--- config.mk ---
export PLATFORM = sky130hd
export DESIGN_NAME = tsd_top
export DESIGN_NICKNAME = d
export VERILOG_FILES = /design/src/hdl/tsd_top.v /design/src/hdl/tsd_i2c_slave.v
export VERILOG_INCLUDE_DIRS = /design/src /design/src/hdl
export SDC_FILE = /design/constraint.sdc
export NUM_CORES = 1
export LEC_CHECK = 0
export BUFFER_PORTS_ARGS = -buffer_cell sky130_fd_sc_hd__buf_4
export CORE_MARGIN = 1
export CORE_UTILIZATION = 40
export CTS_CLUSTER_DIAMETER = 80
export CTS_CLUSTER_SIZE = 28
export DETAILED_ROUTE_END_ITERATION = 8
export GPL_TIMING_DRIVEN = 0
export PLACE_DENSITY = 0.58
export SYNTH_ARGS = -nofsm -noshare
export SYNTH_HDL_FRONTEND = slang
export SYNTH_HIERARCHICAL = 1
export SYNTH_SLANG_ARGS = --single-unit
--- constraint.sdc ---
create_clock -name clk_sys -period 5.35 [get_ports clk_sys]
set_clock_uncertainty 0.15 [all_clocks]
set_input_delay 1.07 -clock clk_sys [delete_from_list [all_inputs] [get_ports clk_sys]]
set_output_delay 1.07 -clock clk_sys [all_outputs]
set_load 0.02 [all_outputs]
--- src/hdl/tsd_regs.vh ---
// constants of the tilt and shake detector: register map, fields, counts
// assumes a 10 MHz system clock and an I2C master on the far side
// Functional notes
// every register is eight bits; map holds x, y, status and control
// x and y readings are signed bytes from -128 to +127
// status: D7 flag, D6:D5 shake code, D4 weak, D3:D2 instant, D1:D0 filtered
// facing codes: 00 upright, 01 clockwise, 10 inverted, 11 counterclockwise
// facing from signs of x-y and x+y; valid if larger magnitude over 3/8 g
// filtered facing changes after 16/32/64/128 equal consecutive valid readings
// readings are taken at 100 per second; all counts are in readings
// instantaneous facing refreshes on every valid reading, unfiltered
// weak flag updated every reading: 0 valid, 1 invalid
// shake axis is x for facing 01/11, y for 00/10; starts above threshold
// threshold select: 0.5, 1.0, 1.5, 2.0 g
// mode 0 needs opposite crossing; mode 1 needs only a sign reversal
// second event within 16/32/64/128 readings of the first crossing
// shake code from signs: 01 left, 10 right, 00 none
// flag set on filtered facing change or shake; pin high while set
// reading status clears the flag
// after a shake, later shakes ignored until serviced; facing keeps updating
// host services the flag by reading status
// control: D7 power-down, D6 mode, D5:D4 threshold, D3:D2 window, D1:D0 settle
// power-down bit stops detection
// write: byte after address loads pointer; later bytes stored, pointer increments
// read: pointer written, repeated start, bytes returned with pointer increment
// unassigned addresses read zero; writes to them or read-only are ignored
// reset clears control, status fields and flag
`ifndef TSD_REGS_VH
`define TSD_REGS_VH
`define TSD_ADR_X        8'h00
`define TSD_ADR_Y        8'h01
`define TSD_ADR_STATUS   8'h02
`define TSD_ADR_CTRL     8'h04
`define TSD_ST_FLAG      7
`define TSD_ST_JOLT_HI   6
`define TSD_ST_JOLT_LO   5
`define TSD_ST_WEAK      4
`define TSD_ST_INST_HI   3
`define TSD_ST_INST_LO   2
`define TSD_ST_FILT_HI   1
`define TSD_ST_FILT_LO   0
`define TSD_CT_LOWPWR    7
`define TSD_CT_MODE      6
`define TSD_CT_TH_HI     5
`define TSD_CT_TH_LO     4
`define TSD_CT_WIN_HI    3
`define TSD_CT_WIN_LO    2
`define TSD_CT_SET_HI    1
`define TSD_CT_SET_LO    0
`define TSD_CTRL_RESET   8'h00
// bus address; the value is arbitrary
`define TSD_SLAVE_ADDR   7'h15
`define TSD_ONE_G        8'h40
`define TSD_VALID_MAG    8'h18
`define TSD_READ_RATE_HZ 100
`define TSD_CLK_HZ       10000000
`define TSD_READ_CYCLES  (`TSD_CLK_HZ / `TSD_READ_RATE_HZ)
// last count of the reading divider, one reading every 100000 clocks
`define TSD_READ_LAST    17'h1869F
`endif

--- src/hdl/tsd_top.v ---
// tilt and shake detector: register bank, periodic readings, facing and shake logic
// assumes raw signed axis samples from the front end on clk_sys, scl/sda from pins
`timescale 1ns/1ns
`default_nettype none
`include "tsd_regs.vh"
module tsd_top (
	// clock and reset
	input  wire       clk_sys,
	input  wire       rst_n,
	// front-end samples, signed, same clock domain
	input  wire [7:0] x_sample,
	input  wire [7:0] y_sample,
	// i2c pins
	input  wire       scl_in,
	input  wire       sda_in,
	output wire       sda_oe_n,
	output wire       sda_out,
	// interrupt pin and power state
	output reg        irq_ff,
	output reg        low_power_ff
);
	// ****************************************************************
	// reset and pin synchronisers
	// ****************************************************************
	reg        rst_a_ff;
	reg        rst_b_ff;
	reg  [1:0] scl_sync_ff;
	reg  [1:0] sda_sync_ff;
	reg        sda_zero_ff;
	wire       sda_oe_n_i;
	always @(posedge clk_sys or negedge rst_n) begin
		if (!rst_n) begin
			rst_a_ff <= 1'b0;
			rst_b_ff <= 1'b0;
		end else begin
			rst_a_ff <= 1'b1;
			rst_b_ff <= rst_a_ff;
		end
	end
	always @(posedge clk_sys or negedge rst_b_ff) begin
		if (!rst_b_ff) begin
			scl_sync_ff <= 2'b11;
			sda_sync_ff <= 2'b11;
			sda_zero_ff <= 1'b0;
		end else begin
			scl_sync_ff <= {scl_sync_ff[0], scl_in};
			sda_sync_ff <= {sda_sync_ff[0], sda_in};
			sda_zero_ff <= 1'b0;
		end
	end
	assign sda_oe_n = sda_oe_n_i;
	assign sda_out  = sda_zero_ff;
	// ****************************************************************
	// serial slave
	// ****************************************************************
	wire [7:0] ptr;
	wire       wr_stb;
	wire [7:0] wr_data;
	wire       rd_stb;
	reg  [7:0] rd_data;
	tsd_i2c_slave u_slave (
		.clk_sys     (clk_sys),
		.rst_n_sync  (rst_b_ff),
		.scl_s       (scl_sync_ff[1]),
		.sda_s       (sda_sync_ff[1]),
		.sda_oe_n_ff (sda_oe_n_i),
		.ptr_ff      (ptr),
		.wr_stb_ff   (wr_stb),
		.wr_data_ff  (wr_data),
		.rd_stb_ff   (rd_stb),
		.rd_data     (rd_data)
	);
	// ****************************************************************
	// register bank
	// ****************************************************************
	reg  [7:0] ctrl_ff;
	reg  [7:0] x_accel_value_ff;
	reg  [7:0] y_accel_value_ff;
	reg  [1:0] jolt_direction_ff;
	reg        weak_ff;
	reg  [1:0] instant_facing_ff;
	reg  [1:0] filt_facing_ff;
	reg        flag_ff;
	wire [7:0] status_w = {flag_ff, jolt_direction_ff, weak_ff,
		instant_facing_ff, filt_facing_ff};
	wire       reversal_mode     = ctrl_ff[`TSD_CT_MODE];
	wire [1:0] jolt_threshold    = ctrl_ff[`TSD_CT_TH_HI:`TSD_CT_TH_LO];
	wire [1:0] jolt_window_count = ctrl_ff[`TSD_CT_WIN_HI:`TSD_CT_WIN_LO];
	wire [1:0] facing_settle_count = ctrl_ff[`TSD_CT_SET_HI:`TSD_CT_SET_LO];
	always @* begin
		case (ptr)
		`TSD_ADR_X:      rd_data = x_accel_value_ff;
		`TSD_ADR_Y:      rd_data = y_accel_value_ff;
		`TSD_ADR_STATUS: rd_data = status_w;
		default:         rd_data = 8'h00;
		endcase
	end
	wire status_read = rd_stb & (ptr == `TSD_ADR_STATUS);
	always @(posedge clk_sys or negedge rst_b_ff) begin
		if (!rst_b_ff) begin
			ctrl_ff      <= `TSD_CTRL_RESET;
			low_power_ff <= 1'b0;
		end else begin
			if (wr_stb && ptr == `TSD_ADR_CTRL)
				ctrl_ff <= wr_data;
			low_power_ff <= ctrl_ff[`TSD_CT_LOWPWR];
		end
	end
	// ****************************************************************
	// reading tick
	// ****************************************************************
	reg  [16:0] tick_cnt_ff;
	reg         tick_ff;
	always @(posedge clk_sys or negedge rst_b_ff) begin
		if (!rst_b_ff) begin
			tick_cnt_ff <= 17'h00000;
			tick_ff     <= 1'b0;
		end else if (ctrl_ff[`TSD_CT_LOWPWR]) begin
			tick_cnt_ff <= 17'h00000;
			tick_ff     <= 1'b0;
		end else if (tick_cnt_ff == `TSD_READ_LAST) begin
			tick_cnt_ff <= 17'h00000;
			tick_ff     <= 1'b1;
		end else begin
			tick_cnt_ff <= tick_cnt_ff + 17'h00001;
			tick_ff     <= 1'b0;
		end
	end
	// ****************************************************************
	// facing
	// ****************************************************************
	wire signed [8:0] xs = {x_sample[7], x_sample};
	wire signed [8:0] ys = {y_sample[7], y_sample};
	wire [8:0] xmag = xs[8] ? 9'h000 - xs : xs;
	wire [8:0] ymag = ys[8] ? 9'h000 - ys : ys;
	wire [8:0] big  = (xmag > ymag) ? xmag : ymag;
	wire       valid = big > {1'b0, `TSD_VALID_MAG};
	wire signed [8:0] dif = xs - ys;
	wire signed [8:0] sum = xs + ys;
	reg  [1:0] facing;
	always @* begin
		// quadrant by the two diagonals
		case ({dif[8], sum[8]})
		2'b01:   facing = 2'b00;
		2'b00:   facing = 2'b01;
		2'b10:   facing = 2'b10;
		default: facing = 2'b11;
		endcase
	end
	reg  [7:0] settle_ff;
	reg  [1:0] cand_ff;
	wire [7:0] settle_goal = 8'h10 << facing_settle_count;
	reg        facing_chg_ff;
	always @(posedge clk_sys or negedge rst_b_ff) begin
		if (!rst_b_ff) begin
			x_accel_value_ff  <= 8'h00;
			y_accel_value_ff  <= 8'h00;
			weak_ff           <= 1'b0;
			instant_facing_ff <= 2'b00;
			filt_facing_ff    <= 2'b00;
			settle_ff         <= 8'h00;
			cand_ff           <= 2'b00;
			facing_chg_ff     <= 1'b0;
		end else begin
			facing_chg_ff <= 1'b0;
			if (tick_ff) begin
				x_accel_value_ff <= x_sample;
				y_accel_value_ff <= y_sample;
				weak_ff <= ~valid;
				if (valid) begin
					instant_facing_ff <= facing;
					if (facing == filt_facing_ff) begin
						settle_ff <= 8'h00;
					end else if (facing != cand_ff || settle_ff == 8'h00) begin
						cand_ff   <= facing;
						settle_ff <= 8'h01;
						if (settle_goal == 8'h01) begin
							filt_facing_ff <= facing;
							facing_chg_ff  <= 1'b1;
						end
					end else if (settle_ff + 8'h01 == settle_goal) begin
						filt_facing_ff <= facing;
						facing_chg_ff  <= 1'b1;
						settle_ff      <= 8'h00;
					end else begin
						settle_ff <= settle_ff + 8'h01;
					end
				end else begin
					settle_ff <= 8'h00;
				end
			end
		end
	end
	// ****************************************************************
	// shake
	// ****************************************************************
	wire [7:0] perp    = filt_facing_ff[0] ? x_sample : y_sample;
	wire [8:0] pmag    = filt_facing_ff[0] ? xmag : ymag;
	wire [8:0] thr     = {1'b0, `TSD_ONE_G} * ({7'h00, jolt_threshold} + 9'h001) >> 1;
	wire       over    = pmag > thr;
	reg        armed_ff;
	reg        first_neg_ff;
	reg  [7:0] win_ff;
	wire [7:0] win_goal = 8'h10 << jolt_window_count;
	reg        shake_hit_ff;
	always @(posedge clk_sys or negedge rst_b_ff) begin
		if (!rst_b_ff) begin
			armed_ff          <= 1'b0;
			first_neg_ff      <= 1'b0;
			win_ff            <= 8'h00;
			jolt_direction_ff <= 2'b00;
			shake_hit_ff      <= 1'b0;
		end else begin
			shake_hit_ff <= 1'b0;
			if (status_read)
				jolt_direction_ff <= 2'b00;
			if (tick_ff && !(flag_ff && jolt_direction_ff != 2'b00)) begin
				if (!armed_ff) begin
					if (over) begin
						armed_ff     <= 1'b1;
						first_neg_ff <= perp[7];
						win_ff       <= 8'h00;
					end
				end else if (perp[7] != first_neg_ff && perp != 8'h00
					&& (reversal_mode || over)) begin
					armed_ff          <= 1'b0;
					jolt_direction_ff <= first_neg_ff ? 2'b01 : 2'b10;
					shake_hit_ff      <= 1'b1;
				end else if (win_ff + 8'h01 >= win_goal) begin
					armed_ff <= 1'b0;
				end else begin
					win_ff <= win_ff + 8'h01;
				end
			end
		end
	end
	// ****************************************************************
	// interrupt flag; a new event beats a status read
	// ****************************************************************
	always @(posedge clk_sys or negedge rst_b_ff) begin
		if (!rst_b_ff) begin
			flag_ff <= 1'b0;
			irq_ff  <= 1'b0;
		end else begin
			if (facing_chg_ff || shake_hit_ff)
				flag_ff <= 1'b1;
			else if (status_read)
				flag_ff <= 1'b0;
			irq_ff <= flag_ff;
		end
	end
endmodule // tsd_top
`default_nettype wire

--- src/hdl/tsd_i2c_slave.v ---
// byte-level I2C slave: start/stop detection, address match, pointer and data bytes
// assumes scl and sda already passed two flip-flops on clk_sys
`timescale 1ns/1ns
`default_nettype none
`include "tsd_regs.vh"
module tsd_i2c_slave (
	// clock and reset
	input  wire       clk_sys,
	input  wire       rst_n_sync,
	// synchronised bus lines
	input  wire       scl_s,
	input  wire       sda_s,
	// sda drive, oe low while pulling low
	output reg        sda_oe_n_ff,
	// register side
	output reg  [7:0] ptr_ff,
	output reg        wr_stb_ff,
	output reg  [7:0] wr_data_ff,
	output reg        rd_stb_ff,
	input  wire [7:0] rd_data
);
	localparam ST_IDLE = 4'b0001;
	localparam ST_RX   = 4'b0010;
	localparam ST_ACK  = 4'b0100;
	localparam ST_TX   = 4'b1000;
	reg  [3:0] state_ff;
	reg        scl_d_ff;
	reg        sda_d_ff;
	reg  [7:0] shift_ff;
	reg  [3:0] bit_ff;
	reg  [1:0] byte_ff;
	reg        read_ff;
	reg        ack_out_ff;
	wire       scl_rise = scl_s & ~scl_d_ff;
	wire       scl_fall = ~scl_s & scl_d_ff;
	wire       start_c  = scl_s & scl_d_ff & sda_d_ff & ~sda_s;
	wire       stop_c   = scl_s & scl_d_ff & ~sda_d_ff & sda_s;
	always @(posedge clk_sys or negedge rst_n_sync) begin
		if (!rst_n_sync) begin
			state_ff    <= ST_IDLE;
			scl_d_ff    <= 1'b1;
			sda_d_ff    <= 1'b1;
			shift_ff    <= 8'h00;
			bit_ff      <= 4'h0;
			byte_ff     <= 2'd0;
			read_ff     <= 1'b0;
			ack_out_ff  <= 1'b0;
			sda_oe_n_ff <= 1'b1;
			ptr_ff      <= 8'h00;
			wr_stb_ff   <= 1'b0;
			wr_data_ff  <= 8'h00;
			rd_stb_ff   <= 1'b0;
		end else begin
			scl_d_ff  <= scl_s;
			sda_d_ff  <= sda_s;
			wr_stb_ff <= 1'b0;
			rd_stb_ff <= 1'b0;
			if (start_c) begin
				state_ff    <= ST_RX;
				bit_ff      <= 4'h0;
				byte_ff     <= 2'd0;
				sda_oe_n_ff <= 1'b1;
			end else if (stop_c) begin
				state_ff    <= ST_IDLE;
				sda_oe_n_ff <= 1'b1;
			end else begin
				case (state_ff)
				ST_IDLE: begin
				end
				ST_RX: begin
					if (scl_rise) begin
						shift_ff <= {shift_ff[6:0], sda_s};
						bit_ff <= bit_ff + 4'h1;
					end
					if (scl_fall && bit_ff == 4'h8) begin
						bit_ff <= 4'h0;
						state_ff <= ST_ACK;
						ack_out_ff <= 1'b0;
						if (byte_ff == 2'd0) begin
							if (shift_ff[7:1] == `TSD_SLAVE_ADDR) begin
								sda_oe_n_ff <= 1'b0;
								read_ff     <= shift_ff[0];
							end else begin
								state_ff <= ST_IDLE;
							end
						end else if (byte_ff == 2'd1) begin
							sda_oe_n_ff <= 1'b0;
							ptr_ff      <= shift_ff;
						end else begin
							sda_oe_n_ff <= 1'b0;
							wr_stb_ff   <= 1'b1;
							wr_data_ff  <= shift_ff;
						end
					end
				end
				ST_ACK: begin
					// end of ninth clock: release, or load first read bit
					if (scl_fall) begin
						if (ack_out_ff) begin
							if (sda_d_ff) begin
								state_ff    <= ST_IDLE;
								sda_oe_n_ff <= 1'b1;
							end else begin
								state_ff    <= ST_TX;
								shift_ff    <= {rd_data[6:0], 1'b0};
								sda_oe_n_ff <= rd_data[7];
								rd_stb_ff   <= 1'b1;
								bit_ff      <= 4'h1;
							end
						end else if (byte_ff >= 2'd1 || read_ff) begin
							if (byte_ff >= 2'd2)
								ptr_ff <= ptr_ff + 8'h01;
							if (byte_ff != 2'd3)
								byte_ff <= byte_ff + 2'd1;
							if (read_ff) begin
								state_ff    <= ST_TX;
								shift_ff    <= {rd_data[6:0], 1'b0};
								sda_oe_n_ff <= rd_data[7];
								rd_stb_ff   <= 1'b1;
								bit_ff      <= 4'h1;
							end else begin
								state_ff    <= ST_RX;
								sda_oe_n_ff <= 1'b1;
							end
						end else begin
							byte_ff     <= 2'd1;
							state_ff    <= ST_RX;
							sda_oe_n_ff <= 1'b1;
						end
					end
				end
				ST_TX: begin
					if (scl_fall) begin
						if (bit_ff == 4'h8) begin
							sda_oe_n_ff <= 1'b1;
							ptr_ff      <= ptr_ff + 8'h01;
							ack_out_ff  <= 1'b1;
							state_ff    <= ST_ACK;
						end else begin
							sda_oe_n_ff <= shift_ff[7];
							shift_ff    <= {shift_ff[6:0], 1'b0};
							bit_ff      <= bit_ff + 4'h1;
						end
					end
				end
				default: state_ff <= ST_IDLE;
				endcase
			end
		end
	end
endmodule // tsd_i2c_slave
`default_nettype wire

# Yosys cells after proc, flatten, opt, wreduce, memory -nomap -nowiden
# Index checks and enable logic that the tools add are counted.
# totals
ff_bits	121
input_bits	20
out_inout_bits	4
elab_cells	290
# op_classes
add_sub_neg	11
n_lt_le_gt_ge	6
eq_ne	52
shifts	2
mux	124
bitwise_logic	19
n_reduce_logical	40
# ops
operator	n
$mux 8	26
$mux 4	22
$pmux 8 s3	3
$mux 1	46
$mux 9	4
$mux 17	2
$mux 2	15
$ne 4x1->1 const B	7
$add 8x1->8 const B	3
$ne 2x1->1 const B	10
$reduce_and 5->1	4
$reduce_and 6->1	3
$sub 1x8->9 const A	2
$add 17x1->17 const B	1
$eq 17x17->1 const B	1
$eq 8x1->1 const B	2
$logic_not 8->1	2
$pmux 4 s4	1
$shl 5x2->8 const A	2
$ne 3x1->1 const B	5
$ne 2x2->1 const B	7
$reduce_bool 2->1	7
$pmux 4 s3	1
$reduce_and 12->1	1
47 further kinds	77

# Longest topological paths before layout
# Gate-level depths: netlist of the first run.
# depth
depth_word	9
mapped_depth	18
mapped_depth_nobuf	17

# Hierarchy
# Netlist of the first run, hierarchy kept.
# by_module_without_submodules
mod	n_inst	cells_each	area_per_inst_um2	seq_area_each_um2
tsd_top	1	526	5203.7	2006.9
tsd_i2c_slave	1	258	2539.9	1031.0

# Worst setup path before layout of the first run
# Ideal clock, no wire load.
# synth_path
path_kind	input -> register
startpoint	input y_sample[2]
endpoint	register filt_facing_ff[0]
arrival_ns	4.161
t_required_ns	5.072
path_slack_ns	0.912
stages	18
cell_sequence	buf_6 -> inv_1 -> ha_1 -> o21bai_1 -> a21oi_1 -> o21bai_1 -> a21oi_1 -> o21bai_1 -> a22o_1 -> ha_1 -> or2_2 -> clkbuf_1 -> xor2_1 -> a211oi_1 -> nand2_1 -> nor4b_4 -> o211ai_2 -> mux2_1
# synth_between
elab_chain_cells	7
# synth_lines
item	line_no	source
start: declaration	tsd_top.v:12	input wire [7:0] y_sample,
parallel branches: the longest is 7 deep, another holds $sub 1x8->9	n/a	
end signal: assignment	tsd_top.v:178	filt_facing_ff <= facing;
end signal: assignment	tsd_top.v:182	filt_facing_ff <= facing;
end: declaration	tsd_top.v:82	reg [1:0] filt_facing_ff;
# Several ways; the timed one is not identified. The select of a mux whose other input is x is not followed.
# A chain may end at the register's enable or synchronous reset.

# Worst setup path after layout of the first run
# layout_path
startpoint	input x_sample[0]
endpoint	register win_ff[7]
# layout_between
elab_chain_cells	8
# layout_lines
item	line_no	source
start: declaration	tsd_top.v:11	input wire [7:0] x_sample,
$sub 1x8->9	tsd_top.v:134	wire [8:0] xmag = xs[8] ? 9'h000 - xs : xs;
$mux 9	tsd_top.v:134	
$mux 9	tsd_top.v:198	wire [8:0] pmag = filt_facing_ff[0] ? xmag : ymag;
$gt 9x8->1	tsd_top.v:200	wire over = pmag > thr;
$logic_or 1x1->1	tsd_top.v:225	&& (reversal_mode || over)) begin
$logic_and 1x1->1	tsd_top.v:225	
$ne 2x2->1 (no line)	n/a	
$reduce_and 4->1 (no line) (*)	n/a	
end signal: assignment	tsd_top.v:232	win_ff <= win_ff + 8'h01;
end: declaration	tsd_top.v:203	reg [7:0] win_ff;
# Every way passes the cells marked *; elsewhere a longest branch is shown, timed or not.

==> results of run 1 <==
## area by class of cell
type                       count  area (sq um)  share of cell area, %
buffer                        25           138                   1.55
clock buffer                  17           425                   4.80
clock inverter                15           171                   1.93
inverter                      50           188                   2.12
multi-input combinational    590          4390                   49.5
sequential                   121          3040                   34.3
tap                          260           325                   3.67
timing repair buffer          23           193                   2.17
## kinds of logic (layout without fill, tap and decap cells)
| kind of cell | Yosys count | count (layout) | synth area share (%) |
|---|---|---|---|
| simple gates | 280 | 280 | 20.4 |
| fa+ha+maj | 47 | 47 | 7.59 |
| compound gates | 165 | 165 | 16.3 |
| mux | 54 | 54 | 7.71 |
| buf+inv | 75 | 130 | 4.20 |
| flops | 121 | 121 | 39.2 |
| other cells | 2 | 4 | 0.0970 |
| xor+xnor | 40 | 40 | 4.52 |
## per-layer routing
metal	vias up	wire length [um]	global-route usage, %
met1	2916	8520	25.4
met2	119	8150	31.1
met4	0	322	7.15
met5	-	0	0
met3	27	726	3.57
li1	2967	-	-
## metrics by stage
step	hold WS, ns	instances	util (%)	power [mW]
after floorplan	0.181	786	-	1.22
after global placement	0.188	1068	43.8	1.32
after detailed placement	0.188	1069	43.9	1.32
after CTS	0.204	1101	47.1	2.50
after global routing	0.212	1101	47.1	2.58
final	0.201	1101	47.1	2.47
## critical path, stage by stage
cell and delay [ns]:
buf_4 0.13, inv_1 0.13, ha_1 0.26, or3b_4 0.42, o31ai_1 0.25, xnor2_1 0.14
o21a_1 0.19, ha_1 0.30, and4b_1 0.24, o2111ai_1 0.10, or4b_1 0.59, nand3_1 0.19
nor2_1 0.05, o21ai_0 0.56, a22o_1 0.23
## final timing paths
check	endpoint	cells past startpoint
max	win_ff[7]	15
min	rst_b_ff	0
min in group asynchronous	rst_b_ff	1
max reg2reg	win_ff[7]	11
max in group asynchronous	win_ff[7]	1
min reg2reg	rst_b_ff	0
## cell usage in the layout (no fill, tap or decap), drive strengths merged, types with 6 or more instances in the layout
| cell | instances |
|---|---|
| o21ai | 31 |
| inv | 59 |
| nor4b | 7 |
| a31oi | 13 |
| nand2b | 17 |
| a21oi | 14 |
| or3 | 7 |
| and2 | 6 |
| ha | 47 |
| nor3 | 29 |
| nand3 | 29 |
| clkbuf | 23 |
| a2bb2oi | 6 |
| o31ai | 6 |
| and3 | 6 |
| o211ai | 10 |
| a211oi | 6 |
| nor2 | 51 |
| o21a | 10 |
| a22o | 7 |
| nand4 | 9 |
| xnor2 | 23 |
| nand2 | 75 |
| xor2 | 17 |
| buf | 42 |
| dfrtp | 113 |
| nor2b | 10 |
| dfstp | 8 |
| a222oi | 9 |
| mux2 | 45 |
| mux2i | 9 |
## report_power, final
group	internal, mW	switching, mW
Sequential	0.951	0.0394
Combinational	0.134	0.184
Clock	0.666	0.497
==> run_results.csv, run 1 <==
group,metric,value,unit
sta,tns,0,ns
detailed_routing,firstDrtPassIters,9,
floorplan,num_io_pins,24,
yosys,yosysTopAreaCellShare,36.5,%
final_layout,postLayoutCellArea,0.00887,sq mm
hold_path,hold_class,"reg2reg",
final_layout,syn2layout_area_growth,14.5,%
cts,ctsHoldBuffers,0,
yosys,synth_area,0.00774,sq mm
floorplan,num_rows,50,
global_routing,gr-total-overflow,0,
detailed_routing,wl,17.7,mm
yosys,synth_cells,784,
status,status,"completed",
critical_path,start_kind,"input pin",
global_routing,grt_antenna_before_repair,0,
job,maxCapViolations,0,
critical_path,cp-end-kind,"flop",
cts,cts.repair.resized,0,
yosys,syn_avg_cell_area,9.88,sq um
sta,fin_crit_sh,86.7,%
placed_design,gp_congestion,0.827,
cts,cts_post_setup_buffers_inserted,0,
final_layout,diodes,0,
global_routing,grt_first_pass_wirelength,29.9,mm
yosys,ys_ff_latch,121,
yosys,synth-edff-count,0,
yosys,ys_seq_area_share,39.2,%
yosys,synthFlopType,"dfrtp_1",
yosys,synth.most_common_cell,"dfrtp_1",
placed_design,dp_slack,0.311,ns
global_routing,grt_max_degree,66,
placed_design,placed_area,0.00827,sq mm
sta,finalSetupViolations,0,
yosys,synth_area_leader_cell,"dfrtp_1",
cts,cts_made_buffers,17,
detailed_routing,routedWlPerCell,16.1,um
sta,rsz0062_at_grt,"false",
final_layout,regMostFlops,"tick_cnt_ff",
placed_design,port_buffers,22,
global_routing,grt_pass1_vias,5938,
floorplan,die_area,0.0199,sq mm
final_layout,fillers,1763,
hold_path,worstHoldStart,"rst_a_ff",
pwr,power_leakage,3.97,nW
placed_design,dp_hpwl,12.6,mm
final_layout,nets,895,
detailed_routing,drc,0,
sta,max-slew-margin-rel,24.9,%
final_layout,drive_above_1_share,17.6,%
yosys,synthArstFlopShare,100,%
pwr,p_per_area,279,mW/mm^2
floorplan,die_height,141,um
critical_path,reg2reg_slack,1.68,ns
cts,cts_max_path_buffers,2,
sta,max_freq,215,MHz
critical_path,crit_fanout,5,
sta,setup_slack,0.709,ns
global_routing,track_usage,19.2,%
sta,worst_pin_slew,1.12,ns
yosys,netlist-cell-type-count,92,
cts,cts_root_buffer,"clkbuf_16",
yosys,yosys-top-cells-count,"dfrtp_1, nand2_1, inv_1, nor2_1, ha_1",
pwr,ir_drop,225,uV
critical_path,r2r-start,"filt_facing_ff[0]",
sta,hold_viol,0,
detailed_routing,first_iter_violations,362,
final_layout,largest_reg_flops,17,
detailed_routing,ant_nets,0,
cts,clk_latency,0.43,ns
detailed_routing,vias_per_cell,5.48,
sta,drv_slew,0,
cts,clk_pin_slew,0.07,ns
critical_path,crit_type,"in2reg",
detailed_routing,vias,6029,
cts,htree_num_levels,4,
cts,cts_sinks,121,
floorplan,die_w,141,um
critical_path,worstPathRequired,5.56,ns
floorplan,core,0.0188,sq mm
yosys,yosysWarnings,6,
sta,period_minus_slack,4.64,ns
critical_path,critPathLaunch,"x_sample[0]",
critical_path,crit_arrival,4.85,ns
yosys,synth_top_cells_by_area,"dfrtp_1, ha_1, mux2_2",
floorplan,start_util,41.1,%
cts,cts_tree,"built",
Power figures use the tool's default switching activity.
==> run 2, diff against run 1 <==
PLACE_DENSITY = default   (was 0.58)
==> run_results.csv, run 2 (synthesized netlist as in run 1, its figures left out) <==
group,metric,value,unit
global_routing,grt_pass1_vias,5913,
job,maxCapViolations,0,
detailed_routing,wl,17.8,mm
detailed_routing,first_iter_violations,440,
pwr,p_comb_share,12.8,%
pwr,clkPwrFrac,47.4,%
final_layout,diodes,0,
cts,ctsHoldBuffers,0,
floorplan,die_height,141,um
global_routing,grt_max_degree,67,
global_routing,gr-total-overflow,0,
detailed_routing,routedWlPerCell,16.1,um
sta,rsz0062_at_grt,"false",
final_layout,final_cell_mix,"dfrtp_1, nand2_1, inv_1, nor2_1, ha_1",
floorplan,die_w,141,um
critical_path,crit_type,"in2reg",
critical_path,crit_chain,"buf_4 -> inv_1 -> ha_1 -> or3b_4 -> o31ai_1 -> xnor2_1 -> o21a_1 -> ha_1 -> and4b_1 -> o2111ai_1 -> or4b_1 -> a31oi_2 -> o21a_1 -> o21ai_0 -> a22o_1",
cts,cts_post_setup_buffers_inserted,0,
pwr,p_int,1.81,mW
critical_path,start_kind,"input pin",
cts,cts.repair.resized,0,
cts,cts_sinks,121,
detailed_routing,vias_per_cell,5.48,
final_layout,regMostFlops,"tick_cnt_ff",
sta,setup_slack,0.788,ns
final_layout,syn2layout_area_growth,14.7,%
critical_path,critPathTopFamily,"compound AO/OA/AOI/OAI gates",
critical_path,crit_slowest_cell,"or4b_1",
sta,tns,0,ns
sta,drv_slew,0,
sta,max-slew-margin-rel,22.0,%
global_routing,grt_first_pass_wirelength,29.8,mm
cts,cts_tree,"built",
pwr,p_seq_share,39.8,%
critical_path,crit_fanout,5,
critical_path,crit_arrival,4.71,ns
detailed_routing,drc,0,
floorplan,start_util,41.1,%
cts,clk_pin_slew,0.06,ns
final_layout,drive_above_1_share,17.6,%
pwr,switchingPower,676,uW
placed_design,gp_congestion,0.822,
critical_path,worst-path-buf-inv,2,
sta,max_freq,219,MHz
cts,htree_num_levels,4,
floorplan,core,0.0188,sq mm
status,status,"completed",
floorplan,num_io_pins,24,
final_layout,layout_commonest_cell,"dfrtp_1",
critical_path,cp_slowest_stage_delay,0.59,ns
sta,finalSetupViolations,0,
final_layout,largest_reg_flops,17,
sta,fin_crit_sh,85.3,%
cts,cts_max_path_buffers,2,
hold_path,hold_class,"reg2reg",
pwr,ir_drop,238,uV
placed_design,dp_slack,0.319,ns
pwr,power_leakage,3.97,nW
placed_design,port_buffers,22,
global_routing,grt_antenna_before_repair,0,
critical_path,cp-end-kind,"flop",
cts,cts_made_buffers,17,
sta,hold_viol,0,
floorplan,num_rows,50,
detailed_routing,ant_nets,0,
detailed_routing,vias,6031,
sta,period_minus_slack,4.56,ns
floorplan,die_area,0.0199,sq mm
cts,cts_root_buffer,"clkbuf_16",
pwr,sw_frac_of_total,27.2,%
pwr,p_per_area,280,mW/mm^2
critical_path,worstPathRequired,5.50,ns
final_layout,nets,895,
detailed_routing,firstDrtPassIters,8,
cts,clk_latency,0.42,ns
sta,worst_pin_slew,1.16,ns
global_routing,track_usage,19.1,%
placed_design,dp_hpwl,12.8,mm
==> run 2: final cells by class <==
class	instances	area [sq um]
plain buffers	25	138
clock buffers	19	453
clock inverters	13	154
fillers	1786	9950
inverters	50	188
multi-input cells	590	4390
flip-flops and latches	121	3040
well taps	260	325
repair buffers	23	193
==> run 2: path summary, 6_finish.rpt <==
kind / from / end / slack (ns) / cells after the start
min in group asynchronous: rst_b_ff / tick_cnt_ff[2] / 0.24 / 0
max reg2reg: filt_facing_ff[0] / win_ff[5] / 1.75 / 11
min: rst_a_ff / rst_b_ff / 0.20 / 0
max in group asynchronous: rst_b_ff / instant_facing_ff[1] / 4.03 / 1
min reg2reg: rst_a_ff / rst_b_ff / 0.20 / 0
max: x_sample[0] / win_ff[5] / 0.79 / 15
==> run 2: layer usage <==
layer / vias to the layer above / track usage, % / part of all wire (%)
met5: - / 0 / 0
met4: 0 / 6.92 / 1.7
met3: 24 / 3.36 / 3.5
met2: 123 / 30.9 / 46
met1: 2919 / 25.5 / 49
li1: 2965 / - / -
==> run 2: power groups by stage <==
stage	registers, mW	logic (mW)	clock network [mW]
3_3_place_gp	1.02	0.303	0
5_1_grt	0.995	0.356	1.25
3_5_place_dp	1.01	0.316	0
2_1_floorplan	1.00	0.222	0
4_1_cts	0.990	0.318	1.20
6_report	0.989	0.317	1.18
==> run 2: worst register-to-register path: stages (launching register included) <==
cell and delay [ns]:
dfrtp_1 0.37, clkbuf_1 0.42, inv_1 0.17, o21a_1 0.22, ha_1 0.29, and4b_1 0.23
o2111ai_1 0.09, or4b_1 0.59, a31oi_2 0.30, o21a_1 0.13, o21ai_0 0.24, a22o_1 0.27
==> run 2: metrics by stage <==
step,hold WS [ns],instances,util (%),cell area [sq um],power (mW)
after floorplan,0.181,786,-,7750,1.22
after global placement,0.189,1068,43.8,8240,1.32
after detailed placement,0.185,1069,43.9,8270,1.32
after CTS,0.199,1101,47.2,8880,2.51
after global routing,0.207,1101,47.2,8880,2.60
final,0.198,1101,47.2,8880,2.48
==> run 3, diff against run 2 <==
ABC_AREA = 1   (was default)
GPL_ROUTABILITY_DRIVEN = 0   (was default)
==> run_results.csv, run 3 <==
group,metric,value,unit
final_layout,fillers,2008,
sta,hold_viol,0,
critical_path,start_kind,"input pin",
final_layout,final_cell_mix,"nand2_1, inv_1, dfrtp_1, nand3_1, nor2_1",
critical_path,crit_type,"in2reg",
cts,htree_num_levels,4,
critical_path,cp-end-kind,"flop",
yosys,ys_ff_latch,121,
floorplan,die_area,0.0206,sq mm
cts,cts.repair.resized,0,
yosys,synth-edff-count,0,
cts,cts_max_path_buffers,2,
cts,clk_latency,0.42,ns
floorplan,die_height,144,um
detailed_routing,wl,18.3,mm
sta,tns,0,ns
global_routing,gr-total-overflow,0,
cts,cts_post_setup_buffers_inserted,0,
yosys,yosys-top-cells-count,"nand2_1, inv_1, dfrtp_1",
floorplan,num_io_pins,24,
floorplan,num_rows,51,
detailed_routing,ant_nets,0,
cts,cts_sinks,121,
sta,finalSetupViolations,0,
sta,max-slew-margin-rel,31.0,%
detailed_routing,vias,6925,
yosys,synth_area_leader_cell,"dfrtp_1",
status,status,"completed",
critical_path,crit_fanout,7,
sta,drv_slew,0,
detailed_routing,drc,0,
job,maxCapViolations,0,
global_routing,grt_first_pass_wirelength,31.1,mm
yosys,synthArstFlopShare,100,%
sta,max_freq,249,MHz
yosys,yosysWarnings,6,
final_layout,layout_commonest_cell,"nand2_1",
floorplan,core,0.0196,sq mm
final_layout,drive_above_1_share,14.3,%
floorplan,start_util,40.9,%
placed_design,port_buffers,22,
yosys,syn_avg_cell_area,7.43,sq um
yosys,ys_seq_area_share,37.9,%
cts,cts_root_buffer,"clkbuf_16",
global_routing,grt_pass1_vias,6422,
floorplan,die_w,144,um
global_routing,grt_max_degree,64,
global_routing,grt_antenna_before_repair,0,
pwr,ir_drop,233,uV
detailed_routing,firstDrtPassIters,5,
detailed_routing,vias_per_cell,4.94,
yosys,netlist-cell-type-count,50,
yosys,synthFlopType,"dfrtp_1",
yosys,synth_top_cells_by_area,"dfrtp_1, nand2_1, ha_1",
final_layout,utilization,46.7,%
placed_design,place_inst,1369,
pwr,power_leakage,4.66,nW
pwr,p_per_area,315,mW/mm^2
yosys,synth.most_common_cell,"nand2_1",
detailed_routing,first_iter_violations,364,
sta,worst_pin_slew,1.03,ns
yosys,synth_cells,1079,
hold_path,hold_class,"reg2reg",
final_layout,syn2layout_area_growth,14.1,%
detailed_routing,routedWlPerCell,13.1,um
cts,ctsHoldBuffers,0,
global_routing,track_usage,19.2,%
final_layout,diodes,0,
yosys,yosysTopAreaCellShare,35.3,%
cts,clk_pin_slew,0.06,ns
final_layout,regMostFlops,"tick_cnt_ff",
cts,cts_tree,"built",
yosys,synth_area,0.00802,sq mm
critical_path,crit_arrival,4.18,ns
pwr,p_total,2.88,mW
placed_design,dp_hpwl,13.8,mm
cts,cts_made_buffers,17,
sta,rsz0062_at_grt,"false",
sta,period_minus_slack,4.01,ns
sta,fin_hold_ws,0.204,ns
sta,fin_crit_sh,75.0,%
final_layout,fin_cells,1401,
final_layout,nets,1190,
final_layout,largest_reg_flops,17,
critical_path,worstPathRequired,5.51,ns
[run 3: cell type report]
class / instances / area, sq um / area share, %
plain buffers: 18 / 121 / 1.33
well taps: 265 / 332 / 3.62
multi-input cells: 809 / 4370 / 47.8
flip-flops and latches: 121 / 3040 / 33.2
clock inverters: 15 / 168 / 1.83
clock buffers: 17 / 425 / 4.65
inverters: 133 / 499 / 5.46
repair buffers: 23 / 193 / 2.11
[run 3: kinds of logic (layout without fill, tap and decap cells)]
family	Yosys count	after routing	share of synthesized area [%]
AOI/OAI and AO/OA	121	121	8.39
other	2	4	0.0936
buffers and inverters	151	206	7.74
xor gates and xnor gates	18	18	1.97
muxes	8	8	1.12
DFF	121	121	37.9
and+or+nand+nor	611	611	35.5
adders and majority gates	47	47	7.33
[run 3: report_power, final]
part | total [mW] | switching [mW] | internal [mW]
registers | 1.15 | 0.124 | 1.02
logic | 0.587 | 0.369 | 0.217
clock network | 1.15 | 0.457 | 0.695
total | 2.88 | 0.950 | 1.93
[run 3: per-stage QoR]
step	instance area [sq um]	worst slack, ns
after floorplan	8030	1.54
after global placement	8520	-0.0400
after detailed placement	8560	0.868
after CTS	9150	1.31
after global routing	9150	0.910
final	9150	1.34
[run 3: per-layer routing]
layer | vias to the layer above | GRT usage [%] | part of all wire (%)
met5 | - | 0 | 0
met3 | 20 | 3.40 | 3.3
li1 | 3602 | - | -
met2 | 111 | 28.8 | 44
met1 | 3192 | 27.7 | 51
met4 | 0 | 6.72 | 1.5
[run 3: final timing paths]
| path | from | end | slack, ns | depth (start not counted) |
|---|---|---|---|---|
| worst max-delay path | y_sample[1] | filt_facing_ff[0] | 1.34 | 22 |
| worst min-delay path | scl_sync_ff[0] | scl_sync_ff[1] | 0.20 | 0 |
| worst max register to register | u_slave/ptr_ff[4] | u_slave/shift_ff[7] | 2.65 | 10 |
| worst min register to register | scl_sync_ff[0] | scl_sync_ff[1] | 0.20 | 0 |
| max in group asynchronous | rst_b_ff | sda_sync_ff[0] | 3.98 | 1 |
| min in group asynchronous | rst_n | rst_a_ff | 0.27 | 1 |
[run 3: worst max-delay path: stages]
cell	delay, ns
buf_4	0.13
inv_1	0.12
ha_1	0.25
inv_1	0.07
a21oi_1	0.06
nor2_1	0.09
nor2_1	0.04
o21bai_1	0.16
a21oi_1	0.09
nor2_1	0.09
nor2_1	0.05
o21ai_0	0.15
o21ai_0	0.14
inv_1	0.08
ha_1	0.30
xor2_1	0.18
nor3_2	0.46
nand2_1	0.30
nor2_4	0.20
nand2_2	0.07
nand2_1	0.05
nand2_1	0.04
